`src/hw/rtc_ctrl_params.svh`:
```
// What this block does
// - run bit 7 of control0 stops counting at 0, counts at 1.
// - 1 Hz pin driven only while its enable bit 5 is 1.
// - 32.768 kHz pin driven only while its enable bit 4 is 1.
// - format select 0 keeps 12-hour with am/pm, 1 keeps 24-hour.
// - a format change converts the hour register to the new system.
// - selector 000 none, 001 every 0.5 s, 010 every second increment.
// - 011 each minute, 100 each hour, 101 each day at zero time.
// - 110 and 111 fire monthly at day 1, midnight.
`ifndef RTC_CTRL_PARAMS_SVH
`define RTC_CTRL_PARAMS_SVH
// register indices; byte address is four times the index
`define RTC_CTRL0_IDX 20'hFFF9D
`define RTC_CTRL1_IDX 20'h00000
`define RTC_STATUS_IDX 20'h00001
`define RTC_IRQ_EN_IDX 20'h00002
`define RTC_HOUR_IDX 20'h00003
// control0 fields
`define RTC_RUN_BIT 7
`define RTC_ZERO_BIT 6
`define RTC_ONE_HZ_BIT 5
`define RTC_FAST_BIT 4
`define RTC_FMT_BIT 3
`define RTC_SEL_LSB 0
// control1 fields
`define RTC_HOLD_BIT 0
`define RTC_ALT_BIT 1
// status and irq enable fields
`define RTC_PFLAG_BIT 0
// reset values
`define RTC_CTRL0_RST 8'h00
`define RTC_HOUR_RST 6'h00
`define RTC_WAIT_RST 1'b1
`endif

```
`src/hw/rtc_ctrl_pkg.sv`:
```
package rtc_ctrl_pkg;
  // constant-period selector encodings
  typedef enum logic [2:0] {
    PSEL_NONE = 3'h0,
    PSEL_HALF = 3'h1,
    PSEL_SEC = 3'h2,
    PSEL_MIN = 3'h3,
    PSEL_HOUR = 3'h4,
    PSEL_DAY = 3'h5,
    PSEL_MON_A = 3'h6,
    PSEL_MON_B = 3'h7
  } period_sel_t;
endpackage

```
`src/hw/rtc_ctrl.sv`:
```
`timescale 1ns/1ps
`default_nettype none
`include "rtc_ctrl_params.svh"
module rtc_ctrl
  import rtc_ctrl_pkg::*;
(
  input wire logic i_clk,
  input wire logic i_nrst,
  // avalon-mm slave, byte address
  input wire logic [21:0] i_address,
  input wire logic i_read,
  input wire logic i_write,
  input wire logic [3:0] i_byteenable,
  input wire logic [31:0] i_writedata,
  output logic [31:0] o_readdata,
  output logic o_waitrequest,
  // counting chain, same clock
  input wire logic i_half_tick,
  input wire logic i_sec_tick,
  input wire logic [6:0] i_sec,
  input wire logic [6:0] i_min,
  input wire logic [5:0] i_day,
  input wire logic i_hour_load,
  input wire logic [5:0] i_hour_next,
  input wire logic i_one_hz_src,
  input wire logic i_fast_clk_src,
  // control outputs
  output logic o_counter_run,
  output logic o_count_hold_request,
  output logic o_hour_format_sel,
  output logic [5:0] o_hour,
  output logic o_one_hz_pin,
  output logic o_fast_clock_pin,
  output logic o_alt_clk_out_en,
  output logic o_periodic_irq,
  output logic o_irq
);
  logic [7:0] ctrl0_q;
  logic hold_q;
  logic alt_en_q;
  logic flag_q;
  logic irq_en_q;
  logic [5:0] hour_q;
  logic wait_q;
  logic event_w;
  logic access;
  logic wr_go;
  logic [19:0] idx;
  logic wr_c0;
  logic wr_c1;
  logic wr_st;
  logic wr_ie;
  logic wr_hr;
  logic fmt_change;
  logic [7:0] rd_d;

  // bcd helpers shared by both conversions
  function automatic logic [4:0] bcd2bin(input logic [5:0] b);
    bcd2bin = 5'(b[5:4] * 4'd10 + b[3:0]);
  endfunction

  function automatic logic [5:0] bin2bcd(input logic [4:0] v);
    logic [4:0] tens;
    tens = (v >= 5'd20) ? 5'd2 : ((v >= 5'd10) ? 5'd1 : 5'd0);
    bin2bcd = {tens[1:0], 4'(v - 5'(tens * 5'd10))};
  endfunction

  // 24-hour bcd to 12-hour bcd with pm in bit 5
  function automatic logic [5:0] to_12h(input logic [5:0] h24);
    logic [4:0] h;
    h = bcd2bin(h24);
    if (h == 5'd0) begin
      to_12h = 6'h12;
    end else if (h < 5'd12) begin
      to_12h = bin2bcd(h);
    end else if (h == 5'd12) begin
      to_12h = 6'h32;
    end else begin
      to_12h = bin2bcd(5'(h - 5'd12)) | 6'h20;
    end
  endfunction

  // 12-hour bcd with pm bit to 24-hour bcd
  function automatic logic [5:0] to_24h(input logic [5:0] h12);
    logic [4:0] h;
    h = bcd2bin({1'b0, h12[4:0]});
    if (h == 5'd12) begin
      to_24h = h12[5] ? 6'h12 : 6'h00;
    end else begin
      to_24h = bin2bcd(h12[5] ? 5'(h + 5'd12) : h);
    end
  endfunction

  // address decode; low two address bits ignored, word-aligned
  assign idx = i_address[21:2];
  assign access = (i_read || i_write) && wait_q;
  assign wr_go = i_write && !wait_q && i_byteenable[0];
  assign wr_c0 = wr_go && (idx == `RTC_CTRL0_IDX);
  assign wr_c1 = wr_go && (idx == `RTC_CTRL1_IDX);
  assign wr_st = wr_go && (idx == `RTC_STATUS_IDX);
  assign wr_ie = wr_go && (idx == `RTC_IRQ_EN_IDX);
  assign wr_hr = wr_go && (idx == `RTC_HOUR_IDX);
  assign fmt_change = wr_c0 && (i_writedata[`RTC_FMT_BIT] != ctrl0_q[`RTC_FMT_BIT]);

  // one wait cycle per access, then the answer edge
  always_ff @(posedge i_clk or negedge i_nrst) begin
    if (!i_nrst) begin
      wait_q <= `RTC_WAIT_RST;
    end else begin
      wait_q <= !access;
    end
  end

  // read mux; unmapped addresses read zero
  always_comb begin
    case (idx)
      `RTC_CTRL0_IDX: rd_d = ctrl0_q & ~(8'h01 << `RTC_ZERO_BIT);
      `RTC_CTRL1_IDX: rd_d = {6'h00, alt_en_q, hold_q};
      `RTC_STATUS_IDX: rd_d = {7'h00, flag_q};
      `RTC_IRQ_EN_IDX: rd_d = {7'h00, irq_en_q};
      `RTC_HOUR_IDX: rd_d = {2'h0, hour_q};
      default: rd_d = 8'h00;
    endcase
  end

  // read data loaded in the wait cycle so it stands at the answer edge
  always_ff @(posedge i_clk or negedge i_nrst) begin
    if (!i_nrst) begin
      o_readdata <= 32'h00000000;
    end else if (access && i_read) begin
      o_readdata <= {24'h000000, rd_d};
    end
  end

  // control0; bit 6 never stored
  always_ff @(posedge i_clk or negedge i_nrst) begin
    if (!i_nrst) begin
      ctrl0_q <= `RTC_CTRL0_RST;
    end else if (wr_c0) begin
      ctrl0_q <= i_writedata[7:0] & ~(8'h01 << `RTC_ZERO_BIT);
    end
  end

  // control1: hold request and alternate clock output enable
  always_ff @(posedge i_clk or negedge i_nrst) begin
    if (!i_nrst) begin
      hold_q <= 1'b0;
      alt_en_q <= 1'b0;
    end else if (wr_c1) begin
      hold_q <= i_writedata[`RTC_HOLD_BIT];
      alt_en_q <= i_writedata[`RTC_ALT_BIT];
    end
  end

  // hour register; format change wins over a chain load in the same cycle
  always_ff @(posedge i_clk or negedge i_nrst) begin
    if (!i_nrst) begin
      hour_q <= `RTC_HOUR_RST;
    end else if (fmt_change) begin
      hour_q <= i_writedata[`RTC_FMT_BIT] ? to_24h(hour_q) : to_12h(hour_q);
    end else if (wr_hr) begin
      hour_q <= i_writedata[5:0];
    end else if (i_hour_load && ctrl0_q[`RTC_RUN_BIT]) begin
      hour_q <= i_hour_next;
    end
  end

  // periodic event source
  rtc_period_event u_event (
    .i_clk(i_clk),
    .i_nrst(i_nrst),
    .i_sel(period_sel_t'(ctrl0_q[2:0])),
    .i_run(ctrl0_q[`RTC_RUN_BIT]),
    .i_fmt24(ctrl0_q[`RTC_FMT_BIT]),
    .i_half_tick(i_half_tick),
    .i_sec_tick(i_sec_tick),
    .i_sec(i_sec),
    .i_min(i_min),
    .i_hour(hour_q),
    .i_day(i_day),
    .o_event(event_w)
  );

  // sticky flag, write one to clear; a new event beats the clear
  always_ff @(posedge i_clk or negedge i_nrst) begin
    if (!i_nrst) begin
      flag_q <= 1'b0;
    end else if (event_w) begin
      flag_q <= 1'b1;
    end else if (wr_st && i_writedata[`RTC_PFLAG_BIT]) begin
      flag_q <= 1'b0;
    end
  end

  // interrupt enable, 1 lets the flag through
  always_ff @(posedge i_clk or negedge i_nrst) begin
    if (!i_nrst) begin
      irq_en_q <= 1'b0;
    end else if (wr_ie) begin
      irq_en_q <= i_writedata[`RTC_PFLAG_BIT];
    end
  end

  // level irq rises with the flag, falls one cycle after the flag clears
  always_ff @(posedge i_clk or negedge i_nrst) begin
    if (!i_nrst) begin
      o_irq <= 1'b0;
      o_periodic_irq <= 1'b0;
    end else begin
      o_irq <= (flag_q || event_w) && irq_en_q;
      o_periodic_irq <= event_w;
    end
  end

  // gated clock outputs; enable toggles mid-cycle can glitch, so change them stopped
  always_ff @(posedge i_clk or negedge i_nrst) begin
    if (!i_nrst) begin
      o_one_hz_pin <= 1'b0;
      o_fast_clock_pin <= 1'b0;
    end else begin
      o_one_hz_pin <= ctrl0_q[`RTC_ONE_HZ_BIT] && i_one_hz_src;
      o_fast_clock_pin <= ctrl0_q[`RTC_FAST_BIT] && i_fast_clk_src;
    end
  end

  // control levels to the counting chain
  always_ff @(posedge i_clk or negedge i_nrst) begin
    if (!i_nrst) begin
      o_counter_run <= 1'b0;
      o_count_hold_request <= 1'b0;
      o_hour_format_sel <= 1'b0;
      o_alt_clk_out_en <= 1'b0;
      o_hour <= `RTC_HOUR_RST;
    end else begin
      o_counter_run <= ctrl0_q[`RTC_RUN_BIT];
      o_count_hold_request <= hold_q;
      o_hour_format_sel <= ctrl0_q[`RTC_FMT_BIT];
      o_alt_clk_out_en <= alt_en_q;
      o_hour <= hour_q;
    end
  end

  // bus handshake, register copies and event bookkeeping
  wait_answer_a: assert property (@(posedge i_clk) disable iff (!i_nrst)
    access |=> !o_waitrequest)
    else $error("access not answered after one wait");
  wait_one_a: assert property (@(posedge i_clk) disable iff (!i_nrst)
    (!o_waitrequest) |=> o_waitrequest)
    else $error("waitrequest low twice");
  run_follow_a: assert property (@(posedge i_clk) disable iff (!i_nrst)
    wr_c0 |=> ##1 (o_counter_run == $past(i_writedata[`RTC_RUN_BIT], 2)))
    else $error("run output not following write");
  hour_hold_a: assert property (@(posedge i_clk) disable iff (!i_nrst)
    (!ctrl0_q[`RTC_RUN_BIT] && !fmt_change && !wr_hr) |=> $stable(hour_q))
    else $error("hour moved while counter stopped");
  one_hz_off_a: assert property (@(posedge i_clk) disable iff (!i_nrst)
    !ctrl0_q[`RTC_ONE_HZ_BIT] |=> !o_one_hz_pin)
    else $error("1 Hz pin active while disabled");
  one_hz_on_a: assert property (@(posedge i_clk) disable iff (!i_nrst)
    (ctrl0_q[`RTC_ONE_HZ_BIT] && i_one_hz_src) |=> o_one_hz_pin)
    else $error("1 Hz pin silent while enabled");
  fast_off_a: assert property (@(posedge i_clk) disable iff (!i_nrst)
    !ctrl0_q[`RTC_FAST_BIT] |=> !o_fast_clock_pin)
    else $error("fast clock pin active while disabled");
  fast_on_a: assert property (@(posedge i_clk) disable iff (!i_nrst)
    (ctrl0_q[`RTC_FAST_BIT] && i_fast_clk_src) |=> o_fast_clock_pin)
    else $error("fast clock pin silent while enabled");
  fmt_out_a: assert property (@(posedge i_clk) disable iff (!i_nrst)
    o_hour_format_sel == $past(ctrl0_q[`RTC_FMT_BIT]))
    else $error("format output mismatch");
  hold_out_a: assert property (@(posedge i_clk) disable iff (!i_nrst)
    o_count_hold_request == $past(hold_q))
    else $error("hold request output mismatch");
  to12_conv_a: assert property (@(posedge i_clk) disable iff (!i_nrst)
    (fmt_change && !i_writedata[`RTC_FMT_BIT] && hour_q == 6'h13) |=> hour_q == 6'h21)
    else $error("13h not converted to 1 pm");
  to24_conv_a: assert property (@(posedge i_clk) disable iff (!i_nrst)
    (fmt_change && i_writedata[`RTC_FMT_BIT] && hour_q == 6'h12) |=> hour_q == 6'h00)
    else $error("12 am not converted to 00");
  zero_bit_a: assert property (@(posedge i_clk) disable iff (!i_nrst)
    !ctrl0_q[`RTC_ZERO_BIT])
    else $error("bit 6 stored");
  rd_zero_a: assert property (@(posedge i_clk) disable iff (!i_nrst)
    (access && i_read && idx == `RTC_CTRL0_IDX) |=> !o_readdata[`RTC_ZERO_BIT])
    else $error("bit 6 read as one");
  flag_set_a: assert property (@(posedge i_clk) disable iff (!i_nrst)
    event_w |=> flag_q && o_periodic_irq)
    else $error("event lost");
  flag_clear_a: assert property (@(posedge i_clk) disable iff (!i_nrst)
    (wr_st && i_writedata[`RTC_PFLAG_BIT] && !event_w) |=> !flag_q)
    else $error("flag not cleared by write one");
  irq_level_a: assert property (@(posedge i_clk) disable iff (!i_nrst)
    (flag_q && irq_en_q) |=> o_irq)
    else $error("irq not raised");
  irq_masked_a: assert property (@(posedge i_clk) disable iff (!i_nrst)
    !irq_en_q |=> !o_irq)
    else $error("irq raised while masked");

  // wait mirrors wait_q directly
  assign o_waitrequest = wait_q;

  write_cov: cover property (@(posedge i_clk) disable iff (!i_nrst) wr_c0 ##2 o_counter_run);
  conv_cov: cover property (@(posedge i_clk) disable iff (!i_nrst) fmt_change);
  clear_race_cov: cover property (@(posedge i_clk) disable iff (!i_nrst)
    event_w && wr_st && i_writedata[0]);
endmodule
`default_nettype wire

```
`src/hw/rtc_period_event.sv`:
```
`timescale 1ns/1ps
`default_nettype none
`include "rtc_ctrl_params.svh"
module rtc_period_event
  import rtc_ctrl_pkg::*;
(
  input wire logic i_clk,
  input wire logic i_nrst,
  input wire period_sel_t i_sel,
  input wire logic i_run,
  input wire logic i_fmt24,
  input wire logic i_half_tick,
  input wire logic i_sec_tick,
  input wire logic [6:0] i_sec,
  input wire logic [6:0] i_min,
  input wire logic [5:0] i_hour,
  input wire logic [5:0] i_day,
  output logic o_event
);
  logic at_min;
  logic at_hour;
  logic at_day;
  logic at_mon;
  logic hit;

  // zero-time matches; midnight reads 12 am in 12-hour form
  assign at_min = i_sec_tick && (i_sec == 7'h00);
  assign at_hour = at_min && (i_min == 7'h00);
  assign at_day = at_hour && (i_hour == (i_fmt24 ? 6'h00 : 6'h12));
  assign at_mon = at_day && (i_day == 6'h01);

  // event select
  always_comb begin
    case (i_sel)
      PSEL_NONE: hit = 1'b0;
      PSEL_HALF: hit = i_half_tick;
      PSEL_SEC: hit = i_sec_tick;
      PSEL_MIN: hit = at_min;
      PSEL_HOUR: hit = at_hour;
      PSEL_DAY: hit = at_day;
      PSEL_MON_A, PSEL_MON_B: hit = at_mon;
      default: hit = 1'b0;
    endcase
  end

  // a stopped counter produces no ticks worth reporting
  always_ff @(posedge i_clk or negedge i_nrst) begin
    if (!i_nrst) begin
      o_event <= 1'b0;
    end else begin
      o_event <= hit && i_run;
    end
  end

  none_sel_a: assert property (@(posedge i_clk) disable iff (!i_nrst)
    (i_sel == PSEL_NONE) |=> !o_event) else $error("event with selector none");
  sec_event_a: assert property (@(posedge i_clk) disable iff (!i_nrst)
    (i_sel == PSEL_SEC && i_run && i_sec_tick) |=> o_event)
    else $error("second event missed");
  minute_event_a: assert property (@(posedge i_clk) disable iff (!i_nrst)
    (i_sel == PSEL_MIN && i_run && i_sec_tick && i_sec != 7'h00) |=> !o_event)
    else $error("minute event off second zero");
  month_event_a: assert property (@(posedge i_clk) disable iff (!i_nrst)
    (i_sel[2:1] == 2'b11 && i_run && i_sec_tick && i_sec == 7'h00 && i_min == 7'h00
     && i_hour == (i_fmt24 ? 6'h00 : 6'h12) && i_day == 6'h01) |=> o_event)
    else $error("month event missed");
  month_cov: cover property (@(posedge i_clk) disable iff (!i_nrst)
    i_sel == PSEL_MON_B ##1 o_event);
endmodule
`default_nettype wire

```
`config.mk`:
```
export PLATFORM = sky130hd
export DESIGN_NAME = rtc_ctrl
export DESIGN_NICKNAME = d
export VERILOG_FILES = /design/src/hw/rtc_ctrl_pkg.sv /design/src/hw/rtc_ctrl.sv /design/src/hw/rtc_period_event.sv
export VERILOG_INCLUDE_DIRS = /design/src /design/src/hw
export SDC_FILE = /design/constraint.sdc
export NUM_CORES = 1
export LEC_CHECK = 0
export BUFFER_PORTS_ARGS = -buffer_cell sky130_fd_sc_hd__buf_2
export CORE_MARGIN = 2
export CORE_UTILIZATION = 47
export CTS_CLUSTER_DIAMETER = 40
export DETAILED_ROUTE_END_ITERATION = 12
export GPL_ROUTABILITY_DRIVEN = 1
export PLACE_DENSITY = 0.77
export SLEW_MARGIN = 30
export SYNTH_ARGS = -nofsm -noshare
export SYNTH_HDL_FRONTEND = slang
export SYNTH_SLANG_ARGS = --single-unit
export TNS_END_PERCENT = 30
```
`constraint.sdc`:
```
create_clock -name i_clk -period 4.6 [get_ports i_clk]
set_input_delay 0.46 -clock i_clk [delete_from_list [all_inputs] [get_ports i_clk]]
set_output_delay 0.46 -clock i_clk [all_outputs]
set_load 0.1 [all_outputs]
```
==> impl_metrics.py <==
metrics = {
    "grt": {
        "grt_max_degree": 41,
        "antenna_found_initial": 0,
        "overflow": 0,
        "grt_pass1_vias": 2597,
        "grt_pass1_wl_um": 12430,
        "track_usage": 0.2138,
    },
    "finish": {
        "nets": 510,
        "drive_above_1_share": 0.3002,
        "antenna_cells": 0,
        "syn2layout_area_growth_pct": 16.56,
        "fin_area_um2": 3470,
        "final_cell_count_no_fill": 478,
    },
    "clock_tree": {
        "numCtsBuffers": 5,
        "hold_buffers": 0,
        "ctsLongestPathBuffers": 2,
        "clock_latency_ps": 290,
        "cts_sinks": 40,
        "clkTransAtPathRegs_ps": 80,
        "cts_tree": "done",
        "cts_setup_buffers": 0,
        "htree_levels": 2,
        "cts-root-buf": "clkbuf_8",
        "cts-resized-gates": 0,
    },
    "logic_synthesis": {
        "synth_fa_ha_area_frac": 0.07314,
        "syn_area_um2": 2977,
        "synth_top_cell_by_area": "dfrtp_1",
        "synth_xor_xnor_area_share": 0.03069,
        "yosys.area_share.simple": 0.2119,
        "yosys.area.top_type_share": 0.3279,
        "synthMuxAreaShare": 0.07650,
        "synth_most_common_cell": "dfrtp_1",
        "syn_area_per_cell_um2": 9.360,
        "synthArstFlopShare": 1.000,
        "synth-seq-cells": 40,
        "yosysSeqAreaShare": 0.3367,
        "synth_cells": 318,
        "ys.flop_type": "dfrtp_1",
        "synth_common_cells": "dfrtp_1 (39), buf_4 (26), o21ai_0 (21), nand2_1 (20), a21oi_1 (17)",
        "synth_top_family_by_area": "simple AND/OR/NAND/NOR gates",
        "yosys_warnings": 0,
        "synth_compound_area_frac": 0.1736,
        "synth_edf_count": 0,
        "ys_types": 68,
        "synth_area_leaders": "dfrtp_1 (33%), buf_4 (6.6%), ha_1 (4.6%), o21ai_0 (3.5%), mux2_2 (3.4%)",
    },
    "place": {
        "dpl.cell_count": 470,
        "port_buffers": 84,
        "place_congestion": 0.8951,
        "postPlaceCellArea_um2": 3377,
        "dpl.hpwl_um": 5947,
    },
    "pwr": {
        "leakage_uw": 0.001691,
        "powerDensity_nw_per_um2": 212.8,
        "vdd_drop_max_uv": 178.7,
    },
    "setup_path": {
        "start_kind": "flop",
        "crit_required_ps": 4820,
        "endpoint_kind": "flop",
        "cp.arrival_ps": 4520,
        "critPathMaxFanout": 7,
        "path_class": "reg -> reg",
    },
    "timing": {
        "setup_viol": 0,
        "finalHoldViolations": 0,
        "tightest_slew_ps": 574.8,
        "rsz0062_at_grt": "false",
        "skew_ps": 5.932,
        "slew_viol_final": 0,
        "fin_crit_sh": 0.9343,
        "fmax_ghz": 0.2327,
        "slew_headroom": 0.6139,
        "period_minus_slack_ps": 4298,
        "final.setup.tns_ps": 0,
    },
    "floorplanning": {
        "core_area_um2": 6026,
        "boundaryPins": 140,
        "initial_core_util": 0.4940,
        "die_w_um": 83.58,
        "fp.dieH_um": 83.58,
        "num_rows": 28,
        "dieArea_um2": 6986,
    },
    "drt": {
        "drt-total-wl_um": 7398,
        "via_per_inst": 5.674,
        "drc": 0,
        "dr.first_iter.drc_count": 174,
        "final_antenna_net_count": 0,
        "wl_per_cell_um": 15.48,
        "routed-via-count": 2712,
        "dr.pass1.iters": 4,
    },
    "hold_path": {
        "holdCritPathClass": "in -> async",
    },
    "run_status": {
        "status": "finished clean",
    },
    "flow_run": {
        "maxCapViolCount": 0,
    },
}
cells in the final DEF, fill, tap and decap left out, types with 3 or more instances in the layout:
cell type and n:
a2bb2oi_1 4, nand2_1 20, xnor2_1 3, conb_1 25
dfrtp_1 39, o21a_1 3, nor2b_1 4, nor3_1 3
buf_2 83, mux2_1 3, nor2_1 15, o22ai_1 3
xor2_1 3, fa_1 4, nor3b_1 3, a22oi_1 5
inv_1 13, a211oi_1 3, clkbuf_8 5, mux2_2 9
or3_1 3, nand4_1 8, ha_1 10, nor4_1 11
o211ai_1 4, nand2b_1 5, a21oi_1 17, nand3_1 13
and2_1 3, o21ai_0 21, buf_4 5, mux2i_1 7
path summary, 6_finish.rpt:
path                       startpoint                    to  slack (ps)  depth (start not counted)
max in group asynchronous      i_nrst         o_waitrequest        4110                          1
min reg2reg                    hold_q  o_count_hold_request         410                          0
min                            i_nrst              alt_en_q         140                          1
max reg2reg                 hour_q[1]             hour_q[3]         300                         16
min in group i_clk             i_read         o_waitrequest         320                          2
max                         hour_q[1]             hour_q[3]         300                         16
report_power, final:
| part | switching (µW) | internal [µW] |
|---|---|---|
| Clock | 122 | 106 |
| Sequential | 1.32 | 353 |
| Combinational | 128 | 27.4 |
layer usage:
metal  share of wire  track usage  wire (µm)
met1            0.41       0.2702       3028
met2            0.52       0.3825       3822
met3           0.062      0.02967        459
met4           0.012      0.05572         89
met5               0            0          0
per-stage QoR:
step / total power (µW) / utilization / setup WS (ps) / hold slack (ps)
2_1_floorplan: 491.5 / - / 755.3 / 164.4
3_5_place_dp: 516.8 / 0.5604 / 264.9 / 384.0
4_1_cts: 740.7 / 0.5750 / 246.3 / 310.5
5_1_grt: 762.7 / 0.5758 / 26.20 / 173.4
6_report: 738.3 / 0.5758 / 302.3 / 135.6
3_3_place_gp: 515.8 / 0.5604 / 361.6 / 384.8
flip-flops by register name, summed over array words and instances, names as in the netlist, 6 cells and up:
register / cells
ctrl0_q: 7
o_readdata: 7
hour_q: 6
o_hour: 6
cell type report:
type	instances	area [µm²]
Clock buffer	5	68.82
Clock inverter	3	18.77
Fill cell	547	2556
Inverter	14	52.55
Multi-Input combinational cell	253	1780
Sequential cell	40	1002
Tap cell	75	93.84
Timing Repair Buffer	88	452.9
critical path, stage by stage, from the launching register on:
cell and delay [ps]:
dfrtp_1 460, ha_2 300, inv_1 70, fa_1 400
xor2_2 320, inv_2 120, ha_1 320, xnor3_1 420
mux2i_1 230, ha_1 180, inv_1 50, fa_1 420
xnor2_1 240, o221ai_1 130, o21ai_0 210, o211ai_1 170
a31oi_1 180
kinds of logic (layout without fill, tap and decap cells):
| family | Yosys count | in the layout |
|---|---|---|
| and+or+nand+nor | 106 | 106 |
| other | 1 | 25 |
| buffers and inverters | 49 | 110 |
| muxes | 20 | 20 |
| xor gates and xnor gates | 8 | 8 |
| adders and majority gates | 15 | 15 |
| AOI/OAI and AO/OA | 79 | 79 |
| DFF | 40 | 40 |
Power figures use the tool's default switching activity.
